$ cat config.mk
export PLATFORM = sky130hd
export DESIGN_NAME = epas_port
export DESIGN_NICKNAME = d
export VERILOG_FILES = /design/src/pkg/epas_pkg.sv /design/src/epas_sync.sv /design/src/epas_bank_dec.sv /design/src/epas_port.sv
export VERILOG_INCLUDE_DIRS = /design/src /design/src/pkg
export SDC_FILE = /design/constraint.sdc
export NUM_CORES = 1
export LEC_CHECK = 0
export BUFFER_PORTS_ARGS = -buffer_cell sky130_fd_sc_hd__buf_2
export CAP_MARGIN = 20
export CORE_AREA = 2 2 208 210
export DETAILED_ROUTE_END_ITERATION = 6
export DIE_AREA = 0 0 210 212
export PLACE_DENSITY = 0.8
export SYNTH_ARGS = -nofsm -noshare
export SYNTH_HDL_FRONTEND = slang
export SYNTH_SLANG_ARGS = --single-unit
export TNS_END_PERCENT = 1
$ cat constraint.sdc
create_clock -name clk -period 11.2 [get_ports clk]
set_input_delay 1.68 -clock clk [delete_from_list [all_inputs] [get_ports clk]]
set_output_delay 1.68 -clock clk [all_outputs]
set_load 0.01 [all_outputs]
$ cat src/pkg/epas_map.svh
`ifndef EPAS_MAP_SVH
`define EPAS_MAP_SVH
// ****************************************
// Register map of the plain register port
// ****************************************
`define EPAS_REG_CFG      4'h0
`define EPAS_REG_STAT     4'h1
`define EPAS_CFG_RST      14'h000c
`define EPAS_PACK_FULL    2'h1
// ****************************************
// Address space decode
// ****************************************
`define EPAS_MP_BASE      32'h0010_0000
`define EPAS_EXT_BASE     32'h0020_0000
`define EPAS_PEER_MASK    32'h0000_ffff
`define EPAS_IOP_SPAN     32'h0000_0200
`define EPAS_BANK_SZ      32'h0100_0000
`define EPAS_SDBANK_SZ    32'h0400_0000
`define EPAS_BANKS        4
`define EPAS_UPPER_LANES  32
`define EPAS_LANE_W       8
`define EPAS_ACK_LAT      4'h1
`endif

$ cat src/pkg/epas_pkg.sv
package epas_pkg;
  // ****************************************
  // Access sequencer states
  // ****************************************
  typedef enum logic [1:0] {
    EPAS_IDLE  = 2'b00,
    EPAS_SETUP = 2'b01,
    EPAS_WAIT  = 2'b10,
    EPAS_ACK   = 2'b11
  } epas_state_t;

  // Configuration register layout, lsb last
  typedef struct packed {
    logic [3:0] wait_cnt;
    logic [3:0] sdram_mask;
    logic       sdram_half;
    logic       sync_mode;
    logic       link1_used;
    logic       link0_used;
    logic [1:0] instr_pack_mode;
  } epas_cfg_t;

  // Status register layout, lsb last
  typedef struct packed {
    logic       suspended;
    logic       master;
    logic [3:0] mon_bank_n;
    logic       wide_ok;
    logic       refused;
    logic       busy;
  } epas_stat_t;

  // Pin levels driven by the port
  typedef struct packed {
    logic [23:0] addr;
    logic        addr_oe;
    logic [47:0] data;
    logic [47:0] data_oe;
    logic [3:0]  bank_select_n;
    logic        bank_oe;
    logic        rd_n;
    logic        wr_n;
    logic        strobe_oe;
  } epas_pins_o_t;

  // Pin levels seen by the port
  typedef struct packed {
    logic [23:0] addr;
    logic [47:0] data;
    logic [3:0]  bank_select_n;
    logic        ack;
    logic        suspend_bus_tristate_n;
    logic        rd_n;
    logic        wr_n;
    logic        bus_master;
  } epas_pins_i_t;

  // Core access request
  typedef struct packed {
    logic        instr;
    logic        write;
    logic [31:0] addr;
    logic [47:0] wdata;
  } epas_req_t;

  // Register access by a host or peer while slave
  typedef struct packed {
    logic        write;
    logic [23:0] addr;
    logic [47:0] wdata;
  } epas_slv_t;

  // Whole state of the port
  typedef struct packed {
    epas_state_t  st;
    epas_pins_o_t pins;
    epas_cfg_t    cfg;
    logic         refused;
    logic [3:0]   cnt;
    logic         tick;
    logic         ext;
    epas_req_t    req;
    logic         req_ready;
    logic         resp_valid;
    logic         resp_err;
    logic [47:0]  resp_rdata;
    logic         slv_valid;
    epas_slv_t    slv;
    logic         rd_n_d;
    logic         wr_n_d;
    logic [31:0]  reg_rdata;
  } epas_st_t;
endpackage

$ cat src/epas_sync.sv
`timescale 1ns/100ps
// Two-stage synchroniser; only the second stage leaves the module
module epas_sync
  import epas_pkg::*;
#(
  parameter int W = 1
) (
  input  wire logic         clk,
  input  wire logic         srst,
  input  wire logic [W-1:0] d,
  input  wire logic [W-1:0] rst_val,
  output logic      [W-1:0] q
);
  logic [W-1:0] s1_r;
  logic [W-1:0] s2_r;

  // Per-bit double flop, reset to the idle pin level
  genvar i;
  generate
    for (i = 0; i < W; i++) begin : g_bit
      always_ff @(posedge clk) begin
        if (srst) begin
          s1_r[i] <= rst_val[i];
          s2_r[i] <= rst_val[i];
        end else begin
          s1_r[i] <= d[i];
          s2_r[i] <= s1_r[i];
        end
      end
    end
  endgenerate

  assign q = s2_r;
endmodule

$ cat src/epas_bank_dec.sv
`timescale 1ns/100ps
`include "epas_map.svh"
// Bank decode: banks are laid out back to back from the external base
module epas_bank_dec
  import epas_pkg::*;
(
  input  wire logic [31:0] addr,
  input  wire logic [3:0]  sdram_mask,
  output logic      [3:0]  sel,
  output logic             hit
);
  logic [31:0] start [0:`EPAS_BANKS];

  assign start[0] = `EPAS_EXT_BASE;

  // Each bank size is fixed by its memory type
  genvar i;
  generate
    for (i = 0; i < `EPAS_BANKS; i++) begin : g_bank
      assign start[i+1] = start[i] + (sdram_mask[i] ? `EPAS_SDBANK_SZ
                                                    : `EPAS_BANK_SZ);
      assign sel[i] = (addr >= start[i]) && (addr < start[i+1]);
    end
  endgenerate

  assign hit = |sel;
endmodule

$ cat src/epas_port.sv
//
// Notes on behaviour
// RULE1: Drive the 24-bit address on pins during every external access.
// RULE2: As master reach peer IO registers directly; other peer memory refused.
// RULE3: Address pins become inputs while a host or master reaches us.
// RULE4: Data bits 47..16 always carry data and instructions both ways.
// RULE5: Bits 15..8 join the data bus when link port 1 is unused.
// RULE6: Bits 7..0 join the data bus when link port 0 is unused.
// RULE7: Full-width bus fetches 48-bit instructions; SDRAM may run half speed.
// RULE8: Pack mode one selects full instruction width without packing.
// RULE9: Four active-low bank selects, decoded from the address.
// RULE10: Banks are 16 Mwords, or 64 Mwords when typed as SDRAM.
// RULE11: Asynchronous mode: bank selects change together with the address.
// RULE12: Synchronous mode: select drops after first cycle with ack high.
// RULE13: As slave, follow the bank selects driven by the master.
// RULE14: Outputs float while bus suspended or while slave; as slave the code still drives the data lanes with the read answer.
// RULE15: Ack held low stretches the access until it returns high.
// RULE16: Bank selects stay high while no external access runs.
//
// Local design decisions: the register addresses and the address-and-strobe port.
`timescale 1ns/100ps
`include "epas_map.svh"
module epas_port
  import epas_pkg::*;
(
  input  wire logic         clk,
  input  wire logic         srst,
  // Register port
  input  wire logic [3:0]   reg_addr,
  input  wire logic [31:0]  reg_wdata,
  input  wire logic         reg_wr,
  input  wire logic         reg_rd,
  output logic      [31:0]  reg_rdata,
  // Core access port
  input  wire logic         req_valid,
  input  wire epas_req_t    req,
  output logic              req_ready,
  output logic              resp_valid,
  output logic              resp_err,
  output logic      [47:0]  resp_rdata,
  // Slave register access port
  output logic              slv_valid,
  output epas_slv_t         slv,
  input  wire logic [47:0]  slv_rdata,
  // External pins
  input  wire epas_pins_i_t pins_i,
  output epas_pins_o_t      pins_o
);
  // ****************************************
  // Pin synchronisers
  // ****************************************
  epas_pins_i_t pin_s;
  epas_pins_i_t pin_idle;

  // Idle pin levels: strobes and selects high, ack high, not suspended
  always_comb begin
    pin_idle = '0;
    pin_idle.bank_select_n = '1;
    pin_idle.ack = 1'b1;
    pin_idle.suspend_bus_tristate_n = 1'b1;
    pin_idle.rd_n = 1'b1;
    pin_idle.wr_n = 1'b1;
  end

  epas_sync #(
    .W ($bits(epas_pins_i_t))
  ) u_sync (
    .clk     (clk),
    .srst    (srst),
    .d       (pins_i),
    .rst_val (pin_idle),
    .q       (pin_s)
  );

  // ****************************************
  // Bank decode
  // ****************************************
  epas_st_t    cur_r;
  epas_st_t    cur_nxt;
  logic [3:0]  bank_sel;
  logic        bank_hit;

  epas_bank_dec u_dec (
    .addr       (req.addr),
    .sdram_mask (cur_r.cfg.sdram_mask),
    .sel        (bank_sel),
    .hit        (bank_hit)
  );

  // ****************************************
  // Derived terms
  // ****************************************
  logic        suspended;
  logic        drive_ok;
  logic        mp_hit;
  logic        iop_hit;
  logic        wide_ok;
  logic        bad_req;
  logic        go;
  logic [47:0] lane_mask;
  epas_stat_t  stat;

  // Suspend floats every output; slave role floats all but the slave read data
  assign suspended = !pin_s.suspend_bus_tristate_n;
  assign drive_ok  = pin_s.bus_master && !suspended; // RULE14

  // Low lanes are borrowed only from an unused link port
  assign lane_mask = {{`EPAS_UPPER_LANES{1'b1}},              // RULE4
                      {`EPAS_LANE_W{!cur_r.cfg.link1_used}},  // RULE5
                      {`EPAS_LANE_W{!cur_r.cfg.link0_used}}}; // RULE6

  // A 48-bit fetch needs both low lanes and unpacked mode
  assign wide_ok = !cur_r.cfg.link1_used && !cur_r.cfg.link0_used &&
                   (cur_r.cfg.instr_pack_mode == `EPAS_PACK_FULL); // RULE8

  // Peer space: only the IO register window of each peer is reachable
  assign mp_hit  = (req.addr >= `EPAS_MP_BASE) &&
                   (req.addr < `EPAS_EXT_BASE);
  assign iop_hit = mp_hit &&
                   ((req.addr & `EPAS_PEER_MASK) < `EPAS_IOP_SPAN); // RULE2

  // Other peer memory must go through its DMA registers instead
  assign bad_req = (mp_hit && !iop_hit) ||                     // RULE2
                   (!mp_hit && !bank_hit) ||
                   (req.instr && !wide_ok) ||                  // RULE7
                   !pin_s.bus_master;

  assign go = req_valid && cur_r.req_ready;

  // Status word, refused flag is sticky
  always_comb begin
    stat            = '0;
    stat.busy       = (cur_r.st != EPAS_IDLE);
    stat.refused    = cur_r.refused;
    stat.wide_ok    = wide_ok;
    stat.mon_bank_n = pin_s.bank_select_n; // RULE13
    stat.master     = pin_s.bus_master;
    stat.suspended  = suspended;
  end

  // ****************************************
  // Next-state logic
  // ****************************************
  always_comb begin
    cur_nxt = cur_r;
    cur_nxt.resp_valid = 1'b0;
    cur_nxt.resp_err   = 1'b0;
    cur_nxt.slv_valid  = 1'b0;
    cur_nxt.rd_n_d     = pin_s.rd_n;
    cur_nxt.wr_n_d     = pin_s.wr_n;

    // Divider gives the half-rate enable for SDRAM accesses
    cur_nxt.tick = !cur_r.tick;

    // Output enables follow the role and suspend level every cycle
    cur_nxt.pins.addr_oe   = drive_ok;                  // RULE3
    cur_nxt.pins.bank_oe   = drive_ok;                  // RULE14
    cur_nxt.pins.strobe_oe = drive_ok;
    cur_nxt.pins.data_oe   = '0;

    // Register writes
    if (reg_wr && reg_addr == `EPAS_REG_CFG) begin
      cur_nxt.cfg = epas_cfg_t'(reg_wdata[$bits(epas_cfg_t)-1:0]);
    end
    if (reg_wr && reg_addr == `EPAS_REG_STAT && reg_wdata[1]) begin
      cur_nxt.refused = 1'b0;
    end

    // Register reads, answer stands one cycle later
    cur_nxt.reg_rdata = '0;
    if (reg_rd && reg_addr == `EPAS_REG_CFG) begin
      cur_nxt.reg_rdata = 32'(cur_r.cfg);
    end else if (reg_rd && reg_addr == `EPAS_REG_STAT) begin
      cur_nxt.reg_rdata = 32'(stat);
    end

    case (cur_r.st)
      EPAS_IDLE: begin
        cur_nxt.pins.bank_select_n = '1; // RULE16
        cur_nxt.pins.rd_n = 1'b1;
        cur_nxt.pins.wr_n = 1'b1;
        cur_nxt.req_ready = 1'b1;
        if (go && bad_req) begin
          // Refusal sets the sticky flag; it wins over a clear
          cur_nxt.resp_valid = 1'b1;
          cur_nxt.resp_err   = 1'b1;
          cur_nxt.refused    = 1'b1;
        end else if (go) begin
          cur_nxt.req       = req;
          cur_nxt.ext       = bank_hit;
          cur_nxt.req_ready = 1'b0;
          cur_nxt.st        = EPAS_SETUP;
        end
      end
      EPAS_SETUP: begin
        // While suspended the access halts here, outputs floating
        if (!suspended) begin
          cur_nxt.pins.addr = cur_r.req.addr[23:0];  // RULE1
          // Select asserts in the same cycle as the address
          cur_nxt.pins.bank_select_n = cur_r.ext ?
            ~bank_sel_q(cur_r.req.addr, cur_r.cfg.sdram_mask)
            : '1;                                    // RULE9 RULE11
          cur_nxt.pins.rd_n = cur_r.req.write;
          cur_nxt.pins.wr_n = !cur_r.req.write;
          cur_nxt.pins.data = cur_r.req.wdata & lane_mask;
          // Synchronous mode has no programmed wait states
          cur_nxt.cnt = cur_r.cfg.sync_mode ? '0 : cur_r.cfg.wait_cnt;
          cur_nxt.st  = EPAS_WAIT;
        end
      end
      EPAS_WAIT: begin
        // Programmed wait states; SDRAM at half rate counts on the enable
        if (cur_r.cnt == '0) begin
          cur_nxt.st  = EPAS_ACK;
          cur_nxt.cnt = `EPAS_ACK_LAT;
        end else if (step_ok(cur_r)) begin
          cur_nxt.cnt = cur_r.cnt - 4'h1;
        end
      end
      EPAS_ACK: begin
        // Ack and read data arrive two flops late, so the first samples
        // predate the strobe; after that a low ack stretches the access
        if (cur_r.cnt != '0) begin
          cur_nxt.cnt = cur_r.cnt - 4'h1;
        end else if (pin_s.ack && !suspended && step_ok(cur_r)) begin // RULE15
          cur_nxt.pins.bank_select_n = '1;           // RULE12 RULE16
          cur_nxt.pins.rd_n = 1'b1;
          cur_nxt.pins.wr_n = 1'b1;
          if (!cur_r.cfg.sync_mode) begin
            cur_nxt.pins.addr = '0;                  // RULE11
          end
          cur_nxt.resp_valid = 1'b1;
          cur_nxt.resp_rdata = pin_s.data & lane_mask; // RULE7
          cur_nxt.req_ready  = 1'b1;
          cur_nxt.st = EPAS_IDLE;
        end
      end
      default: begin
        cur_nxt.st = EPAS_IDLE;
      end
    endcase

    // Write data lanes drive only while a write is on the bus
    if (cur_r.st != EPAS_IDLE && cur_nxt.st != EPAS_IDLE &&
        cur_r.req.write && drive_ok && !cur_nxt.pins.wr_n) begin
      cur_nxt.pins.data_oe = lane_mask; // RULE4 RULE5 RULE6
    end

    // Slave side: catch a falling strobe from the master or host
    if (!pin_s.bus_master) begin
      cur_nxt.pins.bank_select_n = '1;
      if (cur_r.rd_n_d && !pin_s.rd_n) begin
        cur_nxt.slv_valid   = 1'b1;
        cur_nxt.slv.write   = 1'b0;
        cur_nxt.slv.addr    = pin_s.addr;            // RULE3
      end
      if (cur_r.wr_n_d && !pin_s.wr_n) begin
        cur_nxt.slv_valid   = 1'b1;
        cur_nxt.slv.write   = 1'b1;
        cur_nxt.slv.addr    = pin_s.addr;            // RULE3
        cur_nxt.slv.wdata   = pin_s.data & lane_mask;
      end
      // Read answer goes out while the read strobe stays low
      if (!pin_s.rd_n && !suspended) begin
        cur_nxt.pins.data    = slv_rdata & lane_mask;
        cur_nxt.pins.data_oe = lane_mask;
      end
    end
  end

  // Enable for a step: half-rate SDRAM waits for the divider
  function automatic logic step_ok(input epas_st_t s);
    logic sd;
    sd = 1'b0;
    if (s.ext) begin
      sd = |(bank_sel_q(s.req.addr, s.cfg.sdram_mask) & s.cfg.sdram_mask);
    end
    step_ok = !(sd && s.cfg.sdram_half) || s.tick; // RULE7
  endfunction

  // Bank decode of the latched address, same layout as the decoder
  function automatic logic [3:0] bank_sel_q(input logic [31:0] a,
                                            input logic [3:0]  m);
    logic [31:0] lo;
    logic [31:0] hi;
    bank_sel_q = '0;
    lo = `EPAS_EXT_BASE;
    for (int i = 0; i < `EPAS_BANKS; i++) begin
      hi = lo + (m[i] ? `EPAS_SDBANK_SZ : `EPAS_BANK_SZ); // RULE10
      bank_sel_q[i] = (a >= lo) && (a < hi);
      lo = hi;
    end
  endfunction

  // ****************************************
  // State register
  // ****************************************
  always_ff @(posedge clk) begin
    if (srst) begin
      cur_r <= '0;
      cur_r.st <= EPAS_IDLE;
      cur_r.cfg <= epas_cfg_t'(`EPAS_CFG_RST);
      cur_r.pins.bank_select_n <= '1;
      cur_r.pins.rd_n <= 1'b1;
      cur_r.pins.wr_n <= 1'b1;
      cur_r.rd_n_d <= 1'b1;
      cur_r.wr_n_d <= 1'b1;
    end else begin
      cur_r <= cur_nxt;
    end
  end

  // Every output is a field of the state register
  assign pins_o     = cur_r.pins;
  assign reg_rdata  = cur_r.reg_rdata;
  assign req_ready  = cur_r.req_ready;
  assign resp_valid = cur_r.resp_valid;
  assign resp_err   = cur_r.resp_err;
  assign resp_rdata = cur_r.resp_rdata;
  assign slv_valid  = cur_r.slv_valid;
  assign slv        = cur_r.slv;
endmodule

-- Word-level counts from Yosys, hierarchy flattened
Cells that the tools add are included.
- add/subtract/negate cells: 5
- magnitude comparators: 19
- eq/ne operators: 11
- muxes and demuxes: 51
- bitwise operators: 9
- reduce and logical (&&, ||, !) cells: 79
- operator list (operator ; count):
    32-bit less-than comparator ; 6
    48-bit bitwise AND ; 3
    48-bit 2-to-1 mux ; 3
    32-bit greater-or-equal comparator ; 4
    27-bit 2-to-1 mux ; 4
    26-bit 2-to-1 mux ; 4
    100-bit 2-to-1 mux ; 1
    32-bit adder ; 3
    96-bit 2-to-1 mux ; 1
    74-bit 2-to-1 mux ; 1
    32-bit by 22-bit greater-or-equal comparator with 1-bit output, second input constant ; 2
    32-bit by 28-bit greater-or-equal comparator with 1-bit output ; 2
    32-bit by 28-bit less-than comparator with 1-bit output ; 2
    24-bit case mux with 2 select lines ; 1
    4-bit 2-to-1 mux ; 9
    1-bit logical AND ; 34
    32-bit by 21-bit greater-or-equal comparator with 1-bit output, second input constant ; 1
    32-bit by 22-bit less-than comparator with 1-bit output, second input constant ; 1
    22-bit by 27-bit adder with 28-bit output, first input constant ; 1
    24-bit 2-to-1 mux ; 1
    4-bit case mux with 3 select lines ; 2
    2-bit 2-to-1 mux ; 9
    16-bit by 10-bit less-than comparator with 1-bit output, second input constant ; 1
    1-bit logical NOT ; 15
    other kinds (28) ; 63
- register bits: 552
- logic and storage cells: 370

-- Logic depth before layout (Yosys ltp)
Gate-level depths: netlist (run 1).
- depth after elaboration: 27
- depth in mapped cells: 18

-- Hierarchy
A second synthesis (run 1) with hierarchy kept.
- cell total of the unflattened synthesis: 2243
- area total of the unflattened synthesis: 21227.9 um2
- by module, submodules not included (module ; times used ; cells an instance ; area each (um2)):
    epas_port ; 1 ; 1825 ; 15083.2
    epas_sync ; 1 ; 342 ; 5520.3
    epas_bank_dec ; 1 ; 76 ; 624.3

-- Least setup slack after synthesis (run 1)
Ideal clock, no wire load.
- kind: flip-flop to flip-flop
- from: reg cur_r[254] (netlist name)
- to: reg cur_r[239] (netlist name)
- library setup time: 0.129 ns
- data arrival time: 3.787 ns
- path slack: 7.284 ns
- stages on the path, launching flop included: 17
- buffers on the path: 2
- cells stage by stage: dfxtp_1 inv_1 fa_1 inv_1 ha_1 xnor2_1 ha_1 a211o_1 a31oi_1 a21oi_1 o41ai_1 o21a_2 nand4_2 buf_8 buf_8 mux2i_1 nor2_1
- word-level cells in the longest chain between the ends: 16
- RTL lines (item ; RTL line ; source):
    start: declaration ; epas_port.sv:78 ; epas_st_t cur_r;
    start signal: assignment ; epas_port.sv:309 ; cur_r <= cur_nxt;
    27-bit 2-to-1 mux (no source line) (*) ; n/a ;
    22-bit by 27-bit adder with 28-bit output (*) ; epas_bank_dec.sv:20 ; assign start[i+1] = start[i] + (sdram_mask[i] ? `EPAS_SDBANK_SZ
    32-bit adder (3 in series) ; epas_bank_dec.sv:20 ;
    32-bit less-than comparator ; epas_bank_dec.sv:22 ; assign sel[i] = (addr >= start[i]) && (addr < start[i+1]);
    1-bit logical AND ; epas_bank_dec.sv:22 ;
    4-bit OR reduction (*) ; epas_bank_dec.sv:26 ; assign hit = |sel;
    1-bit logical NOT (*) ; epas_port.sv:124 ; (!mp_hit && !bank_hit) ||
    1-bit logical AND (*) ; epas_port.sv:124 ;
    1-bit logical OR (*) ; epas_port.sv:123 ; assign bad_req = (mp_hit && !iop_hit) ||
    1-bit logical OR (*) ; epas_port.sv:124 ;
    1-bit logical OR (*) ; epas_port.sv:125 ; (req.instr && !wide_ok) ||
    1-bit logical AND (*) ; epas_port.sv:183 ; if (go && bad_req) begin
    1-bit inverter (no source line) (*) ; n/a ;
    3-bit AND reduction (no source line) (*) ; n/a ;
Every way passes the cells marked *; elsewhere a longest branch is shown, timed or not.
A chain may end at the register's enable or synchronous reset.

-- Final worst setup path (run 1)
- from: reg cur_r[254] (netlist name)
- to: reg cur_r[170] (netlist name)
The elaborated chain is that of the path after synthesis.

==> results of run 1 <==
[logic make-up after synthesis]
family,count (synthesis),synth area share [%]
mux,88,4.477
flops,489,49.48
fa+ha+maj,50,3.200
simple gates,790,18.48
xor+xnor,2,0.08855
other cells,1,0.01895
buf+inv,427,14.11
compound gates,314,10.14
[cell usage after synthesis, types with 4 or more instances]
cell type / count / share of area, %
a211o_1: 5 / 0.22
nand3_1: 9 / 0.23
nor3_1: 18 / 0.46
buf_2: 6 / 0.15
dfxtp_1: 489 / 49
and3_1: 5 / 0.16
a22oi_1: 19 / 0.72
and2_1: 10 / 0.32
ha_1: 49 / 3.1
a31oi_1: 5 / 0.16
clkbuf_1: 99 / 1.9
a311oi_1: 32 / 1.4
nand4_1: 4 / 0.13
buf_4: 284 / 11
a21o_1: 5 / 0.19
o211ai_1: 6 / 0.23
a22o_1: 24 / 1.1
nor2b_1: 166 / 5.2
or2_2: 21 / 0.66
buf_8: 9 / 0.68
nand2_1: 349 / 6.6
nor2_1: 179 / 3.4
or3_1: 4 / 0.13
a21oi_1: 170 / 4.3
o21ai_0: 15 / 0.38
inv_1: 25 / 0.47
a211oi_1: 9 / 0.34
mux2i_1: 87 / 4.4
[state kept, by name (all words and copies together) (netlist names)]
signal,flops
resp_valid,1
pins_o,82
slv,73
resp_err,1
req_ready,1
resp_rdata,48
slv_valid,1
reg_rdata,14
u_sync.q,81
cur_r,106
u_sync.s1_r,81
[layer usage]
layer | GRT usage (%) | share of wire (%) | up-vias
met2 | 36.73 | 48 | 587
met4 | 11.01 | 4.4 | 4
li1 | - | - | 7182
met3 | 5.199 | 7.0 | 138
met1 | 25.36 | 40 | 6969
met5 | 0 | 0.054 | -
[final timing paths]
check / from / cells past startpoint / slack [ps] / endpoint
worst max-delay path: cur_r[254]$_SDFFE_PP0P_ / 15 / 5490 / cur_r[170]$_SDFFE_PP0P_
worst min-delay path: u_sync.s1_r[3]$_SDFF_PP1_ / 1 / 410 / u_sync.q[3]$_SDFF_PP1_
worst max register to register: cur_r[254]$_SDFFE_PP0P_ / 15 / 5490 / cur_r[170]$_SDFFE_PP0P_
worst min register to register: u_sync.s1_r[3]$_SDFF_PP1_ / 1 / 410 / u_sync.q[3]$_SDFF_PP1_
[through the flow]
stage / hold slack, ps / setup WS, ps / cells / utilization (%)
6_report: 410.8 / 5491 / 2930 / 52.14
5_1_grt: 425.6 / 5190 / 2930 / 52.14
4_1_cts: 413.8 / 5493 / 2925 / 52.07
3_5_place_dp: 396.0 / 5534 / 2838 / 48.27
3_3_place_gp: 394.9 / 5599 / 2837 / 48.23
2_1_floorplan: 389.5 / 7284 / 2178 / -
[worst reg2reg max path: stages (launching register included)]
cell and delay [ps]:
dfxtp_1 540, inv_1 210, fa_1 720, inv_1 140, ha_1 350, xnor2_1 280, ha_1 310, a211o_1 300
a31oi_1 140, a21oi_1 90, o41ai_1 660, o21a_2 310, nand4_4 430, buf_4 640, mux2i_1 380, nor2_1 60
[power groups by stage]
stage | Sequential, mW | Clock (mW) | Combinational [mW]
global route | 1.80 | 1.73 | 0.190
finish | 1.79 | 1.63 | 0.171
detailed placement | 1.83 | 0 | 0.171
global placement | 1.83 | 0 | 0.167
CTS | 1.79 | 1.67 | 0.172
floorplan | 1.83 | 0 | 0.113
[layout make-up]
cell class	instances	area share [%]
multi-input cells	1262	32.92
diodes	4	0.04516
well taps	546	3.082
clock inverters	9	0.4912
clock buffers	78	6.792
inverters	25	0.4234
repair buffers	517	12.07
flip-flops and latches	489	44.17
==> flow_summary.ini, run 1 <==
[run_status]
status = completed

[sta]
fin_tns_setup_ps = 0
fin_crit_sh_pct = 50.97
finalHoldViolCount = 0
finalSetupViolCount = 0
period_needed_ps = 5709
slew_headroom_pct = 24.57
tightest_slew_ps = 1131
slew_violations = 0
max_freq_ghz = 0.1752
skew_ps = 15.63
rsz0062_at_grt = false

[finish]
multi_input_area_mm2 = 0.007297
fin_area_mm2 = 0.02216
layout_common_cells = buf_2 (500), dfxtp_1 (489), nand2_1 (347)
syn2layout_area_growth_pct = 12.01
final_common_cell = buf_2
finish.net_count = 2646
num-fill-cells = 3778
layout-drive-gt1-share_pct = 26.72
register_area_mm2 = 0.009789

[grt]
grt_pass1_wl_um = 76630
antenna_found_initial = 6
grt-ovfl-total = 0
grt_usage_pct = 21.55
grt_max_degree = 243
grt_pass1_vias = 14444

[worst_setup_path]
required_ps = 11620
critical_path.max_fanout = 63
slowest_delay_ps = 720
cp-start-kind = register
critPathBufInv = 3
critPathTopFamily = compound AO/OA/AOI/OAI gates
crit_type = reg -> reg
worstPathCellList = inv_1, fa_1, inv_1, ha_1, xnor2_1, ha_1, a211o_1, a31oi_1, a21oi_1, o41ai_1, o21a_2, nand4_4, buf_4, mux2i_1, nor2_1
cpMaxStageDelayCell = fa_1
critPathArrivalTime_ps = 6130
crit_path_end_kind = register

[clocking]
clk_latency_ps = 570
path_clk_slew_ps = 60
cts_buffers = 49
cts_root_buffer = clkbuf_16
hold_buffers = 0
htreeDepth = 2
cts.path.max_buffers = 3
clock_sinks = 489
cts_setup_buffers = 0
cts_tree = built
post_cts_resized = 0

[drt]
routed_via_density = 5.078
wl_per_cell_um = 17.03
drcViolationCount = 0
drtPass1Iterations = 6
drt_iter0_drc = 965
ant_nets = 0
wl_um = 49900
vias = 14880

[power_and_ir_drop]
total_power_mw = 3.593
power.share.combinational_pct = 4.8
power_frac_clock_pct = 45.3
p_leak_nw = 10.13
seq_power_share_pct = 49.9
switching_power_mw = 0.7775
p_int_mw = 2.816
powerDensity_mw_per_mm2 = 162.1
peakVddDrop_mv = 0.1410
switching_share_pct = 21.64

[floorplanning]
start_util_pct = 46.55
fp.dieH_um = 212
io_pins = 538
die_w_um = 210
fp.dieArea_mm2 = 0.04452
coreArea_mm2 = 0.04251
num_rows = 76

[logic_synthesis]
syn_area_per_cell_um2 = 9.156
ys_warn_count = 0
synthArstFlopShare_pct = 0
ys_seq_elements = 489
seq_area_frac_synth_pct = 49.48
synth_ff_type = dfxtp_1
synth_edf_count = 0
syn-cell-area_mm2 = 0.01979
synth_cell_type_count = 71
syn_inst = 2161

[place]
gp_congestion = 0.8649
dpl_cell_area_mm2 = 0.02052
portBuffers = 501
hpwlAfterDp_um = 34760

[worst_hold_path]
hold_path_class = reg -> reg

[job]
max_cap_viol_count = 0
Power figures use the tool's default switching activity.
==> run 2: changes to the inputs <==
clock period = 5.55 ns   (was 11.2 ns; I/O delays follow)
==> run 2 against run 1 <==
Net effect:
- via count is 0.13% higher
- die area stayed put
- wire length up 1.1%
- final cell count increased by 0.20%
- sequential power grew 100%
- largest cell class unchanged
- clock power rose by 110%
- final area increased by 0.53%
- critical path type unchanged
- utilization is 0.27 points higher
- clock-buffer cell count down 15
==> flow_summary.ini, run 2 (same netlist as run 1, synthesis figures left out) <==
[place]
gp_congestion = 0.8668
dpl_cell_area_mm2 = 0.02056
hpwlAfterDp_um = 35230
portBuffers = 501

[finish]
finish.net_count = 2651
num-fill-cells = 3756
largest_reg_flops = 106
layout_common_cells = buf_2 (500), dfxtp_1 (489), nand2_1 (347)
final_util_pct = 52.41
syn2layout_area_growth_pct = 12.60
layout-drive-gt1-share_pct = 27.09
final_common_cell = buf_2
max_flop_register = cur_r
fin_area_mm2 = 0.02228

[sta]
finalHoldViolCount = 0
max_freq_ghz = 0.2151
finalSetupViolCount = 0
tightest_slew_ps = 973.9
rsz0062_at_grt = false
period_needed_ps = 4649
fin_tns_setup_ps = 0
skew_ps = 23.57
fin_crit_sh_pct = 83.76
slew_violations = 0
slew_headroom_pct = 35.07

[drt]
ant_nets = 0
wl_um = 50430
routed_via_density = 5.075
vias = 14899
drt_iter0_drc = 926
drtPass1Iterations = 6
wl_per_cell_um = 17.18
drcViolationCount = 0

[worst_hold_path]
hp-start = u_sync.s1_r[2]$_SDFF_PP1_
whs_path_depth = 1
hold_path_class = reg -> reg

[floorplanning]
io_pins = 538
fp.dieH_um = 212
coreArea_mm2 = 0.04251
die_w_um = 210
fp.dieArea_mm2 = 0.04452
start_util_pct = 46.55
num_rows = 76

[grt]
grt_usage_pct = 21.82
grt-ovfl-total = 0
grt_pass1_wl_um = 76860
antenna_found_initial = 9
grt_pass1_vias = 14439
grt_max_degree = 241

[worst_setup_path]
crit_end = resp_rdata[39]$_SDFFE_PP0P_
cpMaxStageDelayCell = a2111oi_0
critPathLaunch = cur_r[255]$_SDFFE_PP0P_
crit_type = reg -> reg
slowest_delay_ps = 680
r2r_slack_ps = 900
crit_top_cell = ha_1
reg2reg_from = cur_r[255]$_SDFFE_PP0P_
reg2reg_to = resp_rdata[39]$_SDFFE_PP0P_
r2r_cells = 15
required_ps = 6050
critical_path.max_fanout = 49
cp-start-kind = register
critPathArrivalTime_ps = 5150
crit_path_end_kind = register
worstPathCellList = inv_1, ha_1, ha_1, ha_1, nor2b_1, o21ai_0, nand3b_1, ha_1, a2111oi_0, and4b_1, o21ai_4, nand2_2, buf_4, nand2_1, a21oi_1

[job]
max_cap_viol_count = 0

[clocking]
cts_buffers = 50
cts_root_buffer = clkbuf_16
cts.path.max_buffers = 3
hold_buffers = 0
cts_setup_buffers = 0
clock_sinks = 489
cts_tree = built
path_clk_slew_ps = 60
post_cts_resized = 0
clk_latency_ps = 600
htreeDepth = 2

[power_and_ir_drop]
p_leak_nw = 10.18
powerDensity_mw_per_mm2 = 330.9
peakVddDrop_mv = 0.2798

[run_status]
status = completed
## run 2: cell types whose count changed in the layout (fill, tap and decap cells not counted), moves of 4 or more
cell        change
clkbuf_8       -11
clkinv_2        +7
clkbuf_1        -5
clkinvlp_4      +4
## run 2: cell type report
class,count,area (µm²),area share [%]
repair buffers,521,2718,12.20
diodes,5,12.51,0.05616
clock inverters,25,325.3,1.460
well taps,546,683.2,3.066
multi-input cells,1262,7297,32.75
clock buffers,63,1360,6.105
flip-flops and latches,489,9789,43.94
inverters,25,93.84,0.4212
## run 2: per-layer routing
| layer | vias up | share of wire, % | global-route usage, % |
|---|---|---|---|
| met2 | 537 | 49 | 37.54 |
| met5 | - | 0.095 | 0 |
| met4 | 8 | 3.9 | 10.71 |
| li1 | 7184 | - | - |
| met1 | 7041 | 41 | 26.21 |
| met3 | 129 | 6.0 | 4.239 |
## run 2: worst max-delay path, delay by kind of cell, from the launching register on
kind | cells | cell delay [ps]
flip-flops | 1 | 380
buffers and inverters | 2 | 670
AND/OR/NAND/NOR | 5 | 980
AO/OA/AOI/OAI | 4 | 1520
adder cells (fa/ha/maj) | 4 | 980
## run 2: stage by stage
stage	worst slack, ps	hold slack [ps]	std cells	power [mW]
after global placement	902.3	395.0	2842	4.034
after floorplan	1634	389.5	2178	3.914
after global routing	602.6	412.0	2936	7.608
after detailed placement	822.6	397.6	2842	4.045
after CTS	750.1	387.6	2930	7.438
final	901.5	409.4	2936	7.372
## run 2: report_power, final
part	switching, mW	total [mW]	internal, mW
Clock	1.42	3.40	1.98
Sequential	0.0312	3.62	3.59
Combinational	0.200	0.349	0.149
## run 2: worst min path at each step
stage | end
after floorplan | u_sync.q[1]$_SDFF_PP1_
after global placement | u_sync.q[6]$_SDFF_PP1_
after detailed placement | u_sync.q[7]$_SDFF_PP1_
after CTS | u_sync.s1_r[1]$_SDFF_PP1_
after global routing | u_sync.s1_r[1]$_SDFF_PP1_
final | u_sync.q[2]$_SDFF_PP1_
==> run 3: changes to the inputs <==
clock period = 4.3 ns   (was 5.55 ns; I/O delays follow)
==> run 3 against run 2 <==
Net effect:
- via count rose by 0.48%
- wire length fell by 0.18%
- clock skew rose by 8.4 ps
- largest power group unchanged
- largest cell class unchanged
- sequential share of layout area fell by 0.45 points
- global-route usage fell by 0.24 points
==> flow_summary.ini, run 3 (same netlist as run 1, synthesis figures left out) <==
[floorplanning]
fp.dieH_um = 212
io_pins = 538
fp.dieArea_mm2 = 0.04452
start_util_pct = 46.55
num_rows = 76
coreArea_mm2 = 0.04251
die_w_um = 210

[clocking]
clock_sinks = 489
clk_latency_ps = 600
path_clk_slew_ps = 60
cts_buffers = 49
htreeDepth = 2
cts_tree = built
hold_buffers = 0
cts_root_buffer = clkbuf_16
cts.path.max_buffers = 3

[worst_setup_path]
cp-start-kind = register
critical_path.max_fanout = 46
critPathArrivalTime_ps = 4640
crit_type = reg -> reg
required_ps = 4750
crit_path_end_kind = register

[grt]
grt-ovfl-total = 0
grt_max_degree = 241
grt_pass1_vias = 14415
grt_pass1_wl_um = 76260
grt_usage_pct = 21.58
antenna_found_initial = 4

[drt]
vias = 14971
drtPass1Iterations = 5
wl_per_cell_um = 17.04
ant_nets = 0
drcViolationCount = 0
routed_via_density = 5.066
drt_iter0_drc = 892
wl_um = 50340

[finish]
final_util_pct = 52.96
fin_area_mm2 = 0.02251
largest_reg_flops = 106
max_flop_register = cur_r
final_common_cell = buf_2
layout_common_cells = buf_2 (500), dfxtp_1 (489), nand2_1 (347)
num-fill-cells = 3744
layout-drive-gt1-share_pct = 27.60
finish.net_count = 2668
syn2layout_area_growth_pct = 13.76

[place]
hpwlAfterDp_um = 35190
dpl_cell_area_mm2 = 0.02071
portBuffers = 501
gp_congestion = 0.8936

[sta]
fin_tns_setup_ps = 0
skew_ps = 31.94
tightest_slew_ps = 1009
finalSetupViolCount = 0
rsz0062_at_grt = true
finalHoldViolCount = 0
slew_violations = 0
max_freq_ghz = 0.2386
slew_headroom_pct = 32.71
fin_crit_sh_pct = 97.46
period_needed_ps = 4191

[power_and_ir_drop]
p_int_mw = 7.578
seq_power_share_pct = 48.2
p_leak_nw = 10.31
peakVddDrop_mv = 0.3798
total_power_mw = 9.691
switching_share_pct = 21.80
powerDensity_mw_per_mm2 = 430.5
power_frac_clock_pct = 47.1
power.share.combinational_pct = 4.7
switching_power_mw = 2.113

[run_status]
status = completed

[job]
max_cap_viol_count = 0

[worst_hold_path]
hold_path_class = in -> reg
[run 3: cell count changes in the layout (fill, tap and decap cells not counted), moves of 2 or more]
cell,previous run,this run
clkinv_2,10,6
clkbuf_1,7,12
buf_4,16,33
clkinv_8,3,1
clkinvlp_4,5,2
clkbuf_8,6,8
diode_2,5,3
bufinv_16,5,8
[run 3: path summary, 6_finish.rpt]
kind / end / slack, ps / from / cells after the start
max: cur_r[184]$_SDFFE_PP0P_ / 110 / cur_r[255]$_SDFFE_PP0P_ / 16
min: u_sync.s1_r[8]$_SDFF_PP1_ / 240 / pins_i[8] / 2
max reg2reg: cur_r[184]$_SDFFE_PP0P_ / 110 / cur_r[255]$_SDFFE_PP0P_ / 16
min reg2reg: u_sync.q[2]$_SDFF_PP1_ / 420 / u_sync.s1_r[2]$_SDFF_PP1_ / 1
[run 3: power groups by stage]
stage	Sequential (mW)	Combinational (mW)	Clock, mW
4_1_cts	4.67	0.457	4.67
2_1_floorplan	4.76	0.294	0
3_5_place_dp	4.77	0.454	0
5_1_grt	4.68	0.502	4.85
3_3_place_gp	4.77	0.442	0
6_report	4.67	0.456	4.56
[run 3: layout make-up]
class	count	area, µm²	share of cell area [%]
Clock buffer	69	1381	6.137
Timing Repair Buffer	539	2865	12.73
Inverter	25	93.84	0.4169
Sequential cell	489	9789	43.49
Antenna cell	3	7.507	0.03335
Multi-Input combinational cell	1262	7311	32.48
Clock inverter	22	377.9	1.679
Tap cell	546	683.2	3.035
[run 3: routing by layer]
layer	vias up	routed length (µm)	global-route usage (%)
met5	-	24	0
met4	4	1991	9.831
met3	119	3206	4.801
met2	545	24510	37.24
met1	7082	20610	25.72
li1	7221	-	-
[run 3: timing repair]
item / 4_1_cts / 5_1_grt
gates resized for setup: 0 / 3
endpoints found under the setup margin: 0 / 147
setup buffers: 0 / 2
[run 3: critical path, stage by stage (launching register included)]
cell,delay [ps]
dfxtp_1,390
inv_1,110
fa_1,620
inv_1,90
ha_1,330
xnor2_1,240
ha_1,290
a211o_1,290
a31oi_1,150
a21oi_1,100
o41ai_2,320
buf_4,190
o21a_2,180
nand4_4,170
buf_12,250
mux2i_1,200
nor2_1,50
[run 3: per-stage QoR]
stage | hold WS [ps] | instances | worst slack [ps]
2_1_floorplan | 389.5 | 2178 | 384.0
3_3_place_gp | 394.6 | 2859 | 175.2
3_5_place_dp | 399.6 | 2859 | 81.20
4_1_cts | 206.1 | 2950 | 40.48
5_1_grt | 212.3 | 2954 | -68.27
6_report | 242.2 | 2955 | 109.2
